$ cat config.mk
export PLATFORM = sky130hd
export DESIGN_NAME = vgr_regbank
export DESIGN_NICKNAME = d
export VERILOG_FILES = /design/src/design/vgr_pkg.sv /design/src/design/vgr_regbank.sv /design/src/design/vgr_ocp_limit.sv
export SDC_FILE = /design/constraint.sdc
export NUM_CORES = 1
export LEC_CHECK = 0
export BUFFER_PORTS_ARGS = -buffer_cell sky130_fd_sc_hd__clkbuf_2
export CAP_MARGIN = 5
export CORE_ASPECT_RATIO = 1.5
export CORE_UTILIZATION = 50
export CTS_CLUSTER_DIAMETER = 150
export DETAILED_ROUTE_END_ITERATION = 6
export PLACE_DENSITY = 0.79
export SLEW_MARGIN = 20
export SYNTH_ARGS = -nofsm -noshare
export SYNTH_HDL_FRONTEND = slang
export SYNTH_SLANG_ARGS = --single-unit
$ cat constraint.sdc
create_clock -name ref_clk -period 7.47 [get_ports ref_clk]
set_input_delay 1.494 -clock ref_clk [delete_from_list [all_inputs] [get_ports ref_clk]]
set_output_delay 1.494 -clock ref_clk [all_outputs]
set_load 0.03 [all_outputs]
$ cat src/design/vgr_pkg.sv
package vgr_pkg;

  // ---------------------------------------------------------------
  // Register offsets
  // ---------------------------------------------------------------
  localparam logic [7:0] VGR_TX_BASE = 8'h54;
  localparam logic [7:0] VGR_TX_LAST = 8'h6F;
  localparam int VGR_TX_BYTES = 28;
  localparam logic [7:0] VGR_VBUS_LO = 8'h70;
  localparam logic [7:0] VGR_VBUS_HI = 8'h71;
  localparam logic [7:0] VGR_SINK_LO = 8'h72;
  localparam logic [7:0] VGR_SINK_HI = 8'h73;
  localparam logic [7:0] VGR_STOP_LO = 8'h74;
  localparam logic [7:0] VGR_STOP_HI = 8'h75;
  localparam logic [7:0] VGR_ALMH_LO = 8'h76;
  localparam logic [7:0] VGR_ALMH_HI = 8'h77;
  localparam logic [7:0] VGR_ALML_LO = 8'h78;
  localparam logic [7:0] VGR_ALML_HI = 8'h79;
  localparam logic [7:0] VGR_OCP = 8'hA0;
  localparam logic [7:0] VGR_SOFT_RST = 8'hA2;
  localparam logic [7:0] VGR_PIN1_CFG = 8'hA4;
  localparam logic [7:0] VGR_PIN_STAT = 8'hA6;

  // ---------------------------------------------------------------
  // Values after reset
  // ---------------------------------------------------------------
  localparam logic [9:0] VGR_SINK_RST = 10'h0A0;
  localparam logic [9:0] VGR_STOP_RST = 10'h01C;
  localparam logic [9:0] VGR_ALARM_RST = 10'h000;
  localparam logic [3:0] VGR_OCP_RST = 4'hF;
  localparam logic [7:0] VGR_BYTE_RST = 8'h00;

  // ---------------------------------------------------------------
  // Field positions
  // ---------------------------------------------------------------
  localparam int VGR_OCP_SPAN_BIT = 3;
  localparam int VGR_PD_CLR_BIT = 1;
  localparam int VGR_FULL_CLR_BIT = 0;
  localparam int VGR_PIN_DRV_BIT = 0;
  localparam int VGR_PIN_IN_BIT = 1;
  localparam int VGR_PIN_LVL_BIT = 2;

  // ---------------------------------------------------------------
  // Scale codes and current limit figures
  // ---------------------------------------------------------------
  localparam logic [1:0] VGR_SCALE_NONE = 2'h0;
  localparam logic [1:0] VGR_SCALE_HALF = 2'h1;
  localparam logic [1:0] VGR_SCALE_QUARTER = 2'h2;
  localparam logic [9:0] VGR_OCP_MAX_LOW_MA = 10'd80;
  localparam logic [9:0] VGR_OCP_MAX_HIGH_MA = 10'd800;
  localparam logic [9:0] VGR_OCP_STEP_LOW_MA = VGR_OCP_MAX_LOW_MA / 10'd8;
  localparam logic [9:0] VGR_OCP_STEP_HIGH_MA = VGR_OCP_MAX_HIGH_MA / 10'd8;

  typedef enum logic [1:0] {
    VGR_SNAP_IDLE = 2'h0,
    VGR_SNAP_HELD = 2'h1
  } vgr_snap_t;

endpackage

$ cat src/design/vgr_regbank.sv
`timescale 1ns/1ps
`default_nettype none
module vgr_regbank (
  input wire logic ref_clk,
  input wire logic rst_n,
  input wire logic clk_en,
  input wire logic [7:0] host_addr,
  input wire logic [7:0] host_wdata,
  input wire logic host_wr,
  input wire logic host_rd,
  output logic [7:0] host_rdata,
  output logic host_rvalid,
  input wire logic [11:0] vbus_raw_code,
  input wire logic [1:0] vbus_divide_select,
  input wire logic vbus_sample_valid,
  input wire logic cable_supply_enable,
  input wire logic pin1_in,
  output logic pin1_out,
  output logic pin1_oe,
  output logic [8*vgr_pkg::VGR_TX_BYTES-1:0] tx_payload_flat,
  output logic protocol_logic_clear,
  output logic vbus_below_sink_disconnect,
  output logic vbus_below_stop_discharge,
  output logic vbus_alarm_high,
  output logic vbus_alarm_low,
  output logic [9:0] ocp_limit_ma,
  output logic ocp_limit_active
);
  import vgr_pkg::*;

  logic [7:0] tx_payload_byte [VGR_TX_BYTES];
  logic [9:0] vbus_level_code_reg;
  logic [1:0] vbus_divide_select_reg;
  logic [1:0] shadow_hi_reg;
  logic [1:0] shadow_scale_reg;
  vgr_snap_t snap_state_reg;
  vgr_snap_t snap_state_next;
  logic [9:0] sink_disconnect_level;
  logic [9:0] lower_level_threshold;
  logic [9:0] upper_alarm_level;
  logic [9:0] low_alarm_level;
  logic [3:0] ocp_cfg_reg;
  logic protocol_logic_clear_reg;
  logic full_register_clear_reg;
  logic [2:0] pin1_cfg_reg;
  logic pin1_input_level;
  logic [7:0] rdata_next;
  logic [11:0] shifted_code;
  logic [9:0] vbus_level_code_next;
  logic [11:0] raw_sink_thr;
  logic [11:0] raw_stop_thr;
  logic [11:0] raw_high_thr;
  logic [11:0] raw_low_thr;
  logic clr_now;
  logic wr_go;
  logic rd_go;
  logic rd_low;
  logic rd_high;

  // -------------------------------------------------------------
  // Access decode
  // -------------------------------------------------------------
  // A pending full clear wins over any host write in the same cycle.
  assign clr_now = !rst_n || (clk_en && full_register_clear_reg);
  assign wr_go = clk_en && host_wr;
  assign rd_go = clk_en && host_rd;
  assign rd_low = rd_go && (host_addr == VGR_VBUS_LO);
  assign rd_high = rd_go && (host_addr == VGR_VBUS_HI);

  // -------------------------------------------------------------
  // Transmit payload buffer
  // -------------------------------------------------------------
  genvar g;
  generate
    for (g = 0; g < VGR_TX_BYTES; g++) begin : gen_tx
      // Each byte answers only to its own offset.
      always_ff @(posedge ref_clk) begin
        if (clr_now) begin
          tx_payload_byte[g] <= VGR_BYTE_RST;
        end else if (wr_go && host_addr == 8'(VGR_TX_BASE + 8'(g))) begin
          tx_payload_byte[g] <= host_wdata;
        end
      end
      assign tx_payload_flat[8*g +: 8] = tx_payload_byte[g];
    end
  endgenerate

  // -------------------------------------------------------------
  // Bus voltage reading
  // -------------------------------------------------------------
  // The front end picks the divider; reserved code 3 is passed through unshifted.
  // Values that still overflow ten bits saturate rather than wrap to a small number.
  assign shifted_code = (vbus_divide_select == VGR_SCALE_HALF) ? (vbus_raw_code >> 1) :
                        (vbus_divide_select == VGR_SCALE_QUARTER) ? (vbus_raw_code >> 2) :
                        vbus_raw_code;
  assign vbus_level_code_next = (shifted_code[11:10] != 2'h0) ? 10'h3FF : shifted_code[9:0];

  // A new sample is taken only on the converter strobe.
  always_ff @(posedge ref_clk) begin
    if (clr_now) begin
      vbus_level_code_reg <= 10'h000;
      vbus_divide_select_reg <= VGR_SCALE_NONE;
    end else if (clk_en && vbus_sample_valid) begin
      vbus_level_code_reg <= vbus_level_code_next;
      vbus_divide_select_reg <= vbus_divide_select;
    end
  end

  // -------------------------------------------------------------
  // Low then high snapshot
  // -------------------------------------------------------------
  // Without the snapshot a sample landing between the two reads would tear the value.
  always_comb begin
    snap_state_next = snap_state_reg;
    case (snap_state_reg)
      VGR_SNAP_IDLE: begin
        if (rd_low) begin
          snap_state_next = VGR_SNAP_HELD;
        end
      end
      VGR_SNAP_HELD: begin
        if (rd_high) begin
          snap_state_next = VGR_SNAP_IDLE;
        end
      end
      default: begin
        snap_state_next = VGR_SNAP_IDLE;
      end
    endcase
  end

  // The shadow is refreshed on every low read so a repeated low read restarts the pair.
  always_ff @(posedge ref_clk) begin
    if (clr_now) begin
      snap_state_reg <= VGR_SNAP_IDLE;
      shadow_hi_reg <= 2'h0;
      shadow_scale_reg <= VGR_SCALE_NONE;
    end else if (clk_en) begin
      snap_state_reg <= snap_state_next;
      if (rd_low) begin
        shadow_hi_reg <= vbus_level_code_reg[9:8];
        shadow_scale_reg <= vbus_divide_select_reg;
      end
    end
  end

  // -------------------------------------------------------------
  // Threshold and control registers
  // -------------------------------------------------------------
  always_ff @(posedge ref_clk) begin
    if (clr_now) begin
      sink_disconnect_level <= VGR_SINK_RST;
      lower_level_threshold <= VGR_STOP_RST;
      upper_alarm_level <= VGR_ALARM_RST;
      low_alarm_level <= VGR_ALARM_RST;
      ocp_cfg_reg <= VGR_OCP_RST;
      pin1_cfg_reg <= 3'h0;
    end else if (wr_go) begin
      if (host_addr == VGR_SINK_LO) begin
        sink_disconnect_level[7:0] <= host_wdata;
      end else if (host_addr == VGR_SINK_HI) begin
        sink_disconnect_level[9:8] <= host_wdata[1:0];
      end else if (host_addr == VGR_STOP_LO) begin
        lower_level_threshold[7:0] <= host_wdata;
      end else if (host_addr == VGR_STOP_HI) begin
        lower_level_threshold[9:8] <= host_wdata[1:0];
      end else if (host_addr == VGR_ALMH_LO) begin
        upper_alarm_level[7:0] <= host_wdata;
      end else if (host_addr == VGR_ALMH_HI) begin
        upper_alarm_level[9:8] <= host_wdata[1:0];
      end else if (host_addr == VGR_ALML_LO) begin
        low_alarm_level[7:0] <= host_wdata;
      end else if (host_addr == VGR_ALML_HI) begin
        low_alarm_level[9:8] <= host_wdata[1:0];
      end else if (host_addr == VGR_OCP) begin
        ocp_cfg_reg <= host_wdata[3:0];
      end else if (host_addr == VGR_PIN1_CFG) begin
        pin1_cfg_reg <= host_wdata[2:0];
      end
    end
  end

  // -------------------------------------------------------------
  // Self clearing reset controls
  // -------------------------------------------------------------
  // Each bit lives exactly one enabled cycle: written, acted on, then gone.
  always_ff @(posedge ref_clk) begin
    if (clr_now) begin
      protocol_logic_clear_reg <= 1'b0;
      full_register_clear_reg <= 1'b0;
    end else if (clk_en) begin
      protocol_logic_clear_reg <= wr_go && host_addr == VGR_SOFT_RST && host_wdata[VGR_PD_CLR_BIT];
      full_register_clear_reg <= wr_go && host_addr == VGR_SOFT_RST && host_wdata[VGR_FULL_CLR_BIT];
    end
  end
  assign protocol_logic_clear = protocol_logic_clear_reg;

  // -------------------------------------------------------------
  // General purpose pin 1
  // -------------------------------------------------------------
  assign pin1_oe = pin1_cfg_reg[VGR_PIN_DRV_BIT];
  assign pin1_out = pin1_cfg_reg[VGR_PIN_DRV_BIT] & pin1_cfg_reg[VGR_PIN_LVL_BIT];

  // A disabled buffer reads low, so a floating pad never reaches status.
  always_ff @(posedge ref_clk) begin
    if (clr_now) begin
      pin1_input_level <= 1'b0;
    end else if (clk_en) begin
      pin1_input_level <= pin1_cfg_reg[VGR_PIN_IN_BIT] & pin1_in;
    end
  end

  // -------------------------------------------------------------
  // Voltage comparisons
  // -------------------------------------------------------------
  // Threshold bit 0 is dropped; raw code and thresholds share the 50 mV step.
  assign raw_sink_thr = {2'h0, sink_disconnect_level[9:1], 1'b0};
  assign raw_stop_thr = {2'h0, lower_level_threshold[9:1], 1'b0};
  assign raw_high_thr = {2'h0, upper_alarm_level[9:1], 1'b0};
  assign raw_low_thr = {2'h0, low_alarm_level[9:1], 1'b0};

  // Comparisons follow every enabled cycle, not only sample strobes.
  always_ff @(posedge ref_clk) begin
    if (clr_now) begin
      vbus_below_sink_disconnect <= 1'b0;
      vbus_below_stop_discharge <= 1'b0;
      vbus_alarm_high <= 1'b0;
      vbus_alarm_low <= 1'b0;
    end else if (clk_en) begin
      vbus_below_sink_disconnect <= vbus_raw_code < raw_sink_thr;
      vbus_below_stop_discharge <= vbus_raw_code < raw_stop_thr;
      vbus_alarm_high <= vbus_raw_code > raw_high_thr;
      vbus_alarm_low <= vbus_raw_code < raw_low_thr;
    end
  end

  // -------------------------------------------------------------
  // Cable supply current limit
  // -------------------------------------------------------------
  vgr_ocp_limit u_ocp (
    .ref_clk(ref_clk),
    .rst_n(rst_n),
    .clk_en(clk_en),
    .overcurrent_span_select(ocp_cfg_reg[VGR_OCP_SPAN_BIT]),
    .overcurrent_step(ocp_cfg_reg[2:0]),
    .cable_supply_enable(cable_supply_enable),
    .ocp_limit_ma(ocp_limit_ma),
    .ocp_limit_active(ocp_limit_active)
  );

  // -------------------------------------------------------------
  // Read data
  // -------------------------------------------------------------
  // Unmapped offsets and reserved bits read as zero.
  always_comb begin
    rdata_next = 8'h00;
    if (host_addr >= VGR_TX_BASE && host_addr <= VGR_TX_LAST) begin
      rdata_next = tx_payload_byte[5'(host_addr - VGR_TX_BASE)];
    end else if (host_addr == VGR_VBUS_LO) begin
      rdata_next = vbus_level_code_reg[7:0];
    end else if (host_addr == VGR_VBUS_HI) begin
      if (snap_state_reg == VGR_SNAP_HELD) begin
        rdata_next = {4'h0, shadow_scale_reg, shadow_hi_reg};
      end else begin
        rdata_next = {4'h0, vbus_divide_select_reg, vbus_level_code_reg[9:8]};
      end
    end else if (host_addr == VGR_SINK_LO) begin
      rdata_next = sink_disconnect_level[7:0];
    end else if (host_addr == VGR_SINK_HI) begin
      rdata_next = {6'h00, sink_disconnect_level[9:8]};
    end else if (host_addr == VGR_STOP_LO) begin
      rdata_next = lower_level_threshold[7:0];
    end else if (host_addr == VGR_STOP_HI) begin
      rdata_next = {6'h00, lower_level_threshold[9:8]};
    end else if (host_addr == VGR_ALMH_LO) begin
      rdata_next = upper_alarm_level[7:0];
    end else if (host_addr == VGR_ALMH_HI) begin
      rdata_next = {6'h00, upper_alarm_level[9:8]};
    end else if (host_addr == VGR_ALML_LO) begin
      rdata_next = low_alarm_level[7:0];
    end else if (host_addr == VGR_ALML_HI) begin
      rdata_next = {6'h00, low_alarm_level[9:8]};
    end else if (host_addr == VGR_OCP) begin
      rdata_next = {4'h0, ocp_cfg_reg};
    end else if (host_addr == VGR_SOFT_RST) begin
      rdata_next = {6'h00, protocol_logic_clear_reg, full_register_clear_reg};
    end else if (host_addr == VGR_PIN1_CFG) begin
      rdata_next = {5'h00, pin1_cfg_reg};
    end else if (host_addr == VGR_PIN_STAT) begin
      rdata_next = {7'h00, pin1_input_level};
    end
  end

  // Read data is registered and marked by a one-cycle valid.
  always_ff @(posedge ref_clk) begin
    if (!rst_n) begin
      host_rdata <= 8'h00;
      host_rvalid <= 1'b0;
    end else if (clk_en) begin
      host_rvalid <= host_rd;
      if (host_rd) begin
        host_rdata <= rdata_next;
      end
    end
  end
endmodule
`default_nettype wire

$ cat src/design/vgr_ocp_limit.sv
`timescale 1ns/1ps
`default_nettype none
module vgr_ocp_limit (
  input wire logic ref_clk,
  input wire logic rst_n,
  input wire logic clk_en,
  input wire logic overcurrent_span_select,
  input wire logic [2:0] overcurrent_step,
  input wire logic cable_supply_enable,
  output logic [9:0] ocp_limit_ma,
  output logic ocp_limit_active
);
  import vgr_pkg::*;

  logic [9:0] step_ma;
  logic [13:0] product;
  logic [9:0] ocp_limit_ma_next;

  // -------------------------------------------------------------
  // Limit arithmetic
  // -------------------------------------------------------------
  // The span picks the size of one eighth; code plus one eighths form the limit.
  assign step_ma = overcurrent_span_select ? VGR_OCP_STEP_HIGH_MA : VGR_OCP_STEP_LOW_MA;
  assign product = 14'({1'b0, overcurrent_step} + 4'h1) * 14'(step_ma);
  assign ocp_limit_ma_next = product[9:0];

  // The limit is registered so the analog trim never sees a glitching sum.
  always_ff @(posedge ref_clk) begin
    if (!rst_n) begin
      ocp_limit_ma <= VGR_OCP_MAX_HIGH_MA;
      ocp_limit_active <= 1'b0;
    end else if (clk_en) begin
      ocp_limit_ma <= ocp_limit_ma_next;
      ocp_limit_active <= cable_supply_enable;
    end
  end

endmodule
`default_nettype wire

# Word-level counts from Yosys, hierarchy flattened
# Memory sizes are Yosys's and may differ from the RTL's.
# Cells that the tools add are included.
# totals
reg_bits	92
input_bits	38
ramBits	224
out_inout_bits	251
memories	1
elab_cells	314
# op_classes
mul	1
mux	137
n_lt_le_gt_ge	6
reduce_logical	55
eq_ne	47
n_bitwise	39
add_sub_neg	2
# memory_table
name	depth	width	rd	rd_clocked_by_memory_dff	wr	line_no	rtl
tx_payload_byte	28	8	29	0	28	vgr_regbank.sv:31	logic [7:0] tx_payload_byte [VGR_TX_BYTES];
# op_table
cell	n
8-bit by 7-bit == test with 1-bit output (second input constant)	38
8-bit 2-to-1 mux	38
1-bit 2-to-1 mux	87
1-bit logical AND	38
12-bit by 10-bit < comparator with 1-bit output	3
8-bit == test (second input constant)	4
1-bit bitwise OR	28
12-bit 2-to-1 mux	2
14-bit by 10-bit multiplier with 10-bit output	1
12-bit by 10-bit > comparator with 1-bit output	1
4-bit 2-to-1 mux	3
11-bit AND reduction	1
10-bit 2-to-1 mux	1
10-bit AND reduction	1
1-bit inverter	9
9-bit AND reduction	1
8-bit by 7-bit greater-or-equal comparator with 1-bit output (second input constant)	1
8-bit by 7-bit <= comparator with 1-bit output (second input constant)	1
8-bit AND reduction	1
7-bit 2-to-1 mux	1
7-bit AND reduction	1
3-bit 2-to-1 mux	2
2-bit AND reduction	3
3-bit AND reduction	2
other kinds (15)	19

# Longest topological paths before layout
# Gate-level depths: netlist of the first run.
# logic_depth
depth_word	16
mapped_depth	15
depth_no_buf	15

# Hierarchy
# From an unflattened synthesis of the first run, not the netlist that was laid out.
# hier_totals
hier_cells	1411
area_unflattened_um2	16428.3
# by_module_without_submodules
module	instances	area_each_um2	seq_area_each_um2	cells_per_inst
vgr_regbank	1	15524.9	8328.0	1308
vgr_ocp_limit	1	903.4	200.2	103

# Least setup slack after synthesis of the first run
# No wires, ideal clock.
# synth_timing
path_kind	input -> register
startpoint	input host_addr[2]
endpoint	memory tx_payload_byte[13][0] (enable)
t_arrival_ns	3.959
path_stages	9
t_required_ns	7.086
path_slack_ns	3.127
setup_ns	0.384
n_path_buf	5
cell_sequence	clkbuf_1 -> inv_1 -> buf_1 -> ha_1 -> clkbuf_1 -> buf_1 -> clkbuf_1 -> nand2_1 -> o21ai_0
# synth_rtl
item	line_no	rtl
from (decl)	vgr_regbank.sv:7	input wire logic [7:0] host_addr,
to (decl)	vgr_regbank.sv:31	

# Worst setup path after layout of the first run
# layout_timing
startpoint	input host_addr[2]
endpoint	register sink_disconnect_level[2]
# layout_between
elab_chain_len	2
# layout_rtl
item	line_no	rtl
8-bit by 7-bit == test with 1-bit output	vgr_regbank.sv:159	if (host_addr == VGR_SINK_LO) begin
2-bit AND reduction (no line)	--	
to (signal assigned)	vgr_regbank.sv:160	sink_disconnect_level[7:0] <= host_wdata;
to (decl)	vgr_regbank.sv:38	logic [9:0] sink_disconnect_level;
# Every way passes these cells.
# A chain may end at the register's enable or synchronous reset.

==> flow_summary.yaml, run 1 <==
timing:
  tns_ns: 0
  tightest_slew_ns: 1.093
  min_period_over_period: 0.6162
  slew_viol_final: 0
  finClkSkew_ns: 0.009639
  slew_headroom: 0.2677
  rsz0062_at_grt: "false"
  hold_viol_final: 0
  fmax_mhz: 217.2
  period_needed_ns: 4.603
  setup-violations-final: 0
critical_path:
  timing.rr.start: "ocp_cfg_reg[0]"
  crit_path_start: "host_addr[2]"
  cp_data_required_time_ns: 7.91
  critPathCaptureType: "register"
  path_cells: "clkbuf_2, inv_1, ha_1, inv_1, or3_1, nor2_2, mux2i_1, nor2_1"
  crit_path_top_delay_cell: "ha_1"
  regToRegEndpoint: "u_ocp.ocp_limit_ma[9]"
  cp_top_family: "buffers and inverters"
  rrSetupSlack_ns: 4.12
  arrival_ns: 5.05
  critPathLaunchType: "primary input"
  cpMostUsedCell: "inv_1"
  reg2regPathDepth: 15
  path_class: "primary input to register"
  path_buf_inv: 3
  critPathMaxStageDelay_ns: 0.98
  crit_fanout: 30
cts:
  htree_levels: 1
  clkSinkCount: 314
  postCtsHoldBufs: 0
  cts_tree: "yes"
  cts_setup_buffers: 0
  clk_latency_ns: 0.58
  clkTransAtPathRegs_ns: 0.07
  post_cts_resized: 0
  cts_buffers: 30
  cts-root-buf: "clkbuf_16"
  clockBufferDepth: 3
synthesis:
  synthCells: 1388
  synth-simple-area-share: 0.1714
  ys.flop_type: "edfxtp_1"
  synth-seq-area-share: 0.5286
  syn_area_sq_um: 16130
  synth_xor_xnor_area_share: 0.004343
  synthArstFlopShare: 0
  synthTopCellsByArea: "edfxtp_1 (42%), dfxtp_1 (11%), and2_1 (8.6%)"
  ys_seq_elements: 314
  synthAdderAreaFrac: 0.04482
  synth_compound_area_frac: 0.09097
  yosys.area.top_type: "edfxtp_1"
  synth_cell_types: 64
  synth_top_family_by_area: "simple AND/OR/NAND/NOR gates"
  yosysWarnings: 0
  synth_edf_count: 224
  yosysTopAreaCellShare: 0.4169
  synth_mux_area_frac: 0.1249
  syn_area_per_cell_sq_um: 11.62
power_and_ir_drop:
  leakagePower_uw: 0.007396
  p_comb_frac: 0.129
  p_per_area_nw_per_um2: 225.4
  pwr-share-clk: 0.404
  power_switching_uw: 1136
  ir_drop_uv: 185.0
  power.internal_uw: 3140
  sequentialPowerShare: 0.467
  switching_share: 0.2657
finish:
  fin_nets: 1727
  mostFrequentLayoutCell: "clkbuf_2"
  final_cell_mix: "clkbuf_2 (285), edfxtp_1 (224), and2_1 (222), nor2_1 (100), dfxtp_1 (90)"
  fillers: 2582
  multi_input_area_sq_um: 7061
  regArea_sq_um: 8528
  regMostFlops: "tx_payload_byte"
  layout-drive-gt1-share: 0.2619
  design_area_sq_um: 18970
  largest_reg_flops: 224
  area_growth_pct: 17.57
floorplanning:
  die_y_um: 222.0
  row_count: 80
  core_sq_um: 31830
  ioPinCount: 289
  start_util: 0.5069
  die_width_um: 148.7
  die_area_sq_um: 33010
global_routing:
  grt_util_met3: 0.05885
  antenna_found_initial: 2
  busiest_layer: "met2"
  gr-usage-met1: 0.3564
  met2_usage: 0.5368
  grt_max_degree: 62
  grt_pass1_wl_um: 75630
  grt_use_total: 0.3089
  grt_pass1_vias: 12466
  overflow: 0
detailed_routing:
  drc_errors: 0
  vias_per_cell: 6.078
  drtIter0Drc: 1155
  firstDrtPassIters: 5
  wl_per_cell_um: 24.58
  vias: 12570
  antenna_left: 0
  wirelength_um: 50840
hold_path:
  hold_depth: 2
  hold_path.startpoint: "pin1_input_level"
  min_to: "pin1_input_level"
  hold_class: "register to register"
placed_design:
  port_buffers: 287
  placed_area_sq_um: 17840
  place.gp.congestion: 0.9352
  dp_hpwl_um: 37390
run:
  maxCapViolCount: 0
run_status:
  status: "complete, no violations"
-- worst max-delay path by stage --
stage	end	depth (start not counted)
6_report	sink_disconnect_level[2]	8
5_1_grt	sink_disconnect_level[6]	8
4_1_cts	tx_payload_byte[12][4]	5
3_5_place_dp	tx_payload_byte[12][6]	5
3_3_place_gp	tx_payload_byte[12][3]	5
2_1_floorplan	tx_payload_byte[13][0]	9
-- metrics by stage --
stage          utilization  std cells  setup WS, ns  hold slack (ns)  power (uW)
2_1_floorplan            -       1391         3.127           0.4448        2369
3_3_place_gp        0.5604       2011         2.448           0.4545        2568
3_5_place_dp        0.5604       2011         2.396           0.4599        2577
4_1_cts             0.5957       2067         2.987           0.4775        4275
5_1_grt             0.5960       2068         2.715           0.5075        4369
6_report            0.5960       2068         2.867           0.4745        4277
-- final cells by class --
| class | instances | area share |
|---|---|---|
| Clock inverter | 20 | 0.01524 |
| Timing Repair Buffer | 303 | 0.08232 |
| Clock buffer | 36 | 0.04399 |
| Inverter | 48 | 0.009498 |
| Antenna cell | 1 | 0.0001319 |
| Tap cell | 410 | 0.02704 |
| Multi-Input combinational cell | 936 | 0.3722 |
| Sequential cell | 314 | 0.4496 |
-- tightest hold or removal path: stages, from the launching register on --
cell and delay, ns:
dfxtp_1 0.31, nand2b_1 0.06, a21oi_1 0.05
-- cells by family after synthesis --
logic type / Yosys count
AO/OA/AOI/OAI: 227
multiplexers: 126
adder cells (fa/ha/maj): 56
other: 1
flip-flops: 314
buffers and inverters: 141
AND/OR/NAND/NOR: 515
XOR/XNOR: 8
-- synth_stat cells (all sizes together) (3+ instances only) --
cell and instances:
xor2 4, o31ai 3, o21bai 3, xnor2 4, o221a 9, a21oi 47
fa 3, and2 223, and3 8, o21a 4, nor2 101, a2111oi 4
o22ai 5, o2111ai 6, a31oi 4, o21ai 74, ha 53, nor2b 19
nand2 74, nand2b 26, nand4 3, a211oi 6, a221oi 9, nand3b 5
inv 47, buf 27, a21o 14, a21boi 3, edfxtp 224, nor3 14
nand3 31, mux4 60, mux2i 64, clkbuf 66, dfxtp 90, o211ai 24
-- power by group through the flow --
| stage | Combinational (uW) | Sequential (uW) | Clock, uW |
|---|---|---|---|
| CTS | 547 | 1990 | 1730 |
| detailed placement | 546 | 2030 | 0 |
| finish | 552 | 2000 | 1730 |
| global placement | 539 | 2030 | 0 |
| floorplan | 220 | 2150 | 0 |
| global route | 577 | 2000 | 1790 |
-- metal layers --
layer	up-vias	wire length, um
li1	5517	-
met1	6174	17250
met2	715	26160
met3	164	4591
met4	0	2835
met5	-	0
(Power assumes the default switching activity.)
==> inputs of run 2 (changes only) <==
==> constraint.sdc (replaced) <==
create_clock -name ref_clk -period 4.49 [get_ports ref_clk]
set_input_delay 0.898 -clock ref_clk [delete_from_list [all_inputs] [get_ports ref_clk]]
set_output_delay 0.898 -clock ref_clk [all_outputs]
set_load 0.03 [all_outputs]
==> flow_summary.yaml, run 2 (synthesized netlist as in run 1, its figures left out) <==
run_status:
  status: "complete, no violations"
critical_path:
  path_buf_inv: 0
  critPathLaunchType: "register"
  critPathCaptureType: "register"
  cp_data_required_time_ns: 4.98
  cpMostUsedCell: "ha_1"
  crit_path_top_delay_cell: "fa_1"
  cp_top_family: "adder cells"
  crit_fanout: 6
  path_cells: "ha_1, xor2_1, nand2_1, o21ai_0, ha_1, ha_1, fa_1, a21o_1, a21oi_1, o21bai_1, a21oi_1, nor3b_1, a221oi_1"
  arrival_ns: 3.84
  critPathMaxStageDelay_ns: 0.48
  path_class: "register to register"
timing:
  tightest_slew_ns: 0.9741
  setup_slack_ns: 1.134
  tns_ns: 0
  hold_viol_final: 0
  setup-violations-final: 0
  slew_viol_final: 0
  slew_headroom: 0.3471
  rsz0062_at_grt: "false"
  holdWs_ns: 0.4876
  finClkSkew_ns: 0.02740
  min_period_over_period: 0.7475
  period_needed_ns: 3.356
  fmax_mhz: 298.0
finish:
  fillers: 2583
  fin_nets: 1754
  final_cell_mix: "clkbuf_2 (285), edfxtp_1 (224), and2_1 (222), nor2_1 (100), dfxtp_1 (90)"
  multi_input_area_sq_um: 7056
  largest_reg_flops: 224
  regArea_sq_um: 8528
  mostFrequentLayoutCell: "clkbuf_2"
  layout-drive-gt1-share: 0.2674
  area_growth_pct: 17.81
  regMostFlops: "tx_payload_byte"
cts:
  clkTransAtPathRegs_ns: 0.07
  cts-root-buf: "clkbuf_16"
  clk_latency_ns: 0.59
  postCtsHoldBufs: 0
  cts_buffers: 30
  cts_tree: "yes"
  post_cts_resized: 0
  cts_setup_buffers: 0
  htree_levels: 1
  clkSinkCount: 314
  clockBufferDepth: 3
global_routing:
  overflow: 0
  grt_use_total: 0.3156
  grt_pass1_wl_um: 76520
  grt_max_degree: 54
  grt_pass1_vias: 12583
  antenna_found_initial: 0
floorplanning:
  start_util: 0.5069
  row_count: 80
  core_sq_um: 31830
  ioPinCount: 289
  die_area_sq_um: 33010
  die_y_um: 222.0
  die_width_um: 148.7
detailed_routing:
  wl_per_cell_um: 24.95
  wirelength_um: 52240
  vias: 12885
  drtIter0Drc: 1307
  antenna_left: 0
  drc_errors: 0
  firstDrtPassIters: 6
  vias_per_cell: 6.153
power_and_ir_drop:
  ir_drop_uv: 340.2
  leakagePower_uw: 0.007434
  p_per_area_nw_per_um2: 355.0
  total_power_uw: 6748
placed_design:
  post-place-ws_ns: 0.9193
  dp_hpwl_um: 38330
  port_buffers: 287
  place.gp.congestion: 0.9681
hold_path:
  hold_class: "register to register"
run:
  maxCapViolCount: 0
run 2: cell types whose count changed in the layout (fill, tap and decap cells not counted), moves of 3 or more:
cell / change
clkinvlp_4: +3
clkinv_1: +8
buf_4: +26
clkbuf_8: -4
o21ai_1: -15
o21ai_0: +15
bufinv_16: -5
run 2: stage by stage:
| step | cells | util | area, sq um |
|---|---|---|---|
| final | 2094 | 0.5971 | 19010 |
| after global routing | 2093 | 0.5971 | 19000 |
| after CTS | 2093 | 0.5971 | 19000 |
| after detailed placement | 2038 | 0.5672 | 18050 |
| after global placement | 2038 | 0.5672 | 18050 |
| after floorplan | 1391 | - | 16150 |
run 2: area by class of cell:
class                      instances  share of cell area
timing repair buffer             330             0.09348
clock inverter                    22            0.008821
tap                              410             0.02699
sequential                       314              0.4487
clock buffer                      33             0.04121
inverter                          48            0.009479
antenna                            1           0.0001317
multi-input combinational        936              0.3712
run 2: worst min-delay path, stage by stage (launching register included):
cell,delay [ns]
dfxtp_1,0.32
nand2b_1,0.07
a21oi_1,0.06
run 2: worst paths after layout:
check | startpoint | to | slack (ns) | cells past startpoint
worst max-delay path | ocp_cfg_reg[0] | u_ocp.ocp_limit_ma[9] | 1.13 | 13
worst min-delay path | pin1_input_level | pin1_input_level | 0.49 | 2
worst max register to register | ocp_cfg_reg[0] | u_ocp.ocp_limit_ma[9] | 1.13 | 13
worst min register to register | pin1_input_level | pin1_input_level | 0.49 | 2
run 2: metal layers:
metal,vias to the layer above,track usage,routed length (um)
met3,191,0.05000,4704
li1,5580,-,-
met5,-,0,0
met1,6312,0.3657,17720
met4,0,0.1839,3300
met2,802,0.5469,26520
run 2: power by group:
| part | total [uW] | switching, uW | internal [uW] |
|---|---|---|---|
| logic | 939 | 651 | 288 |
| clock network | 2480 | 1120 | 1370 |
| registers | 3320 | 104 | 3220 |
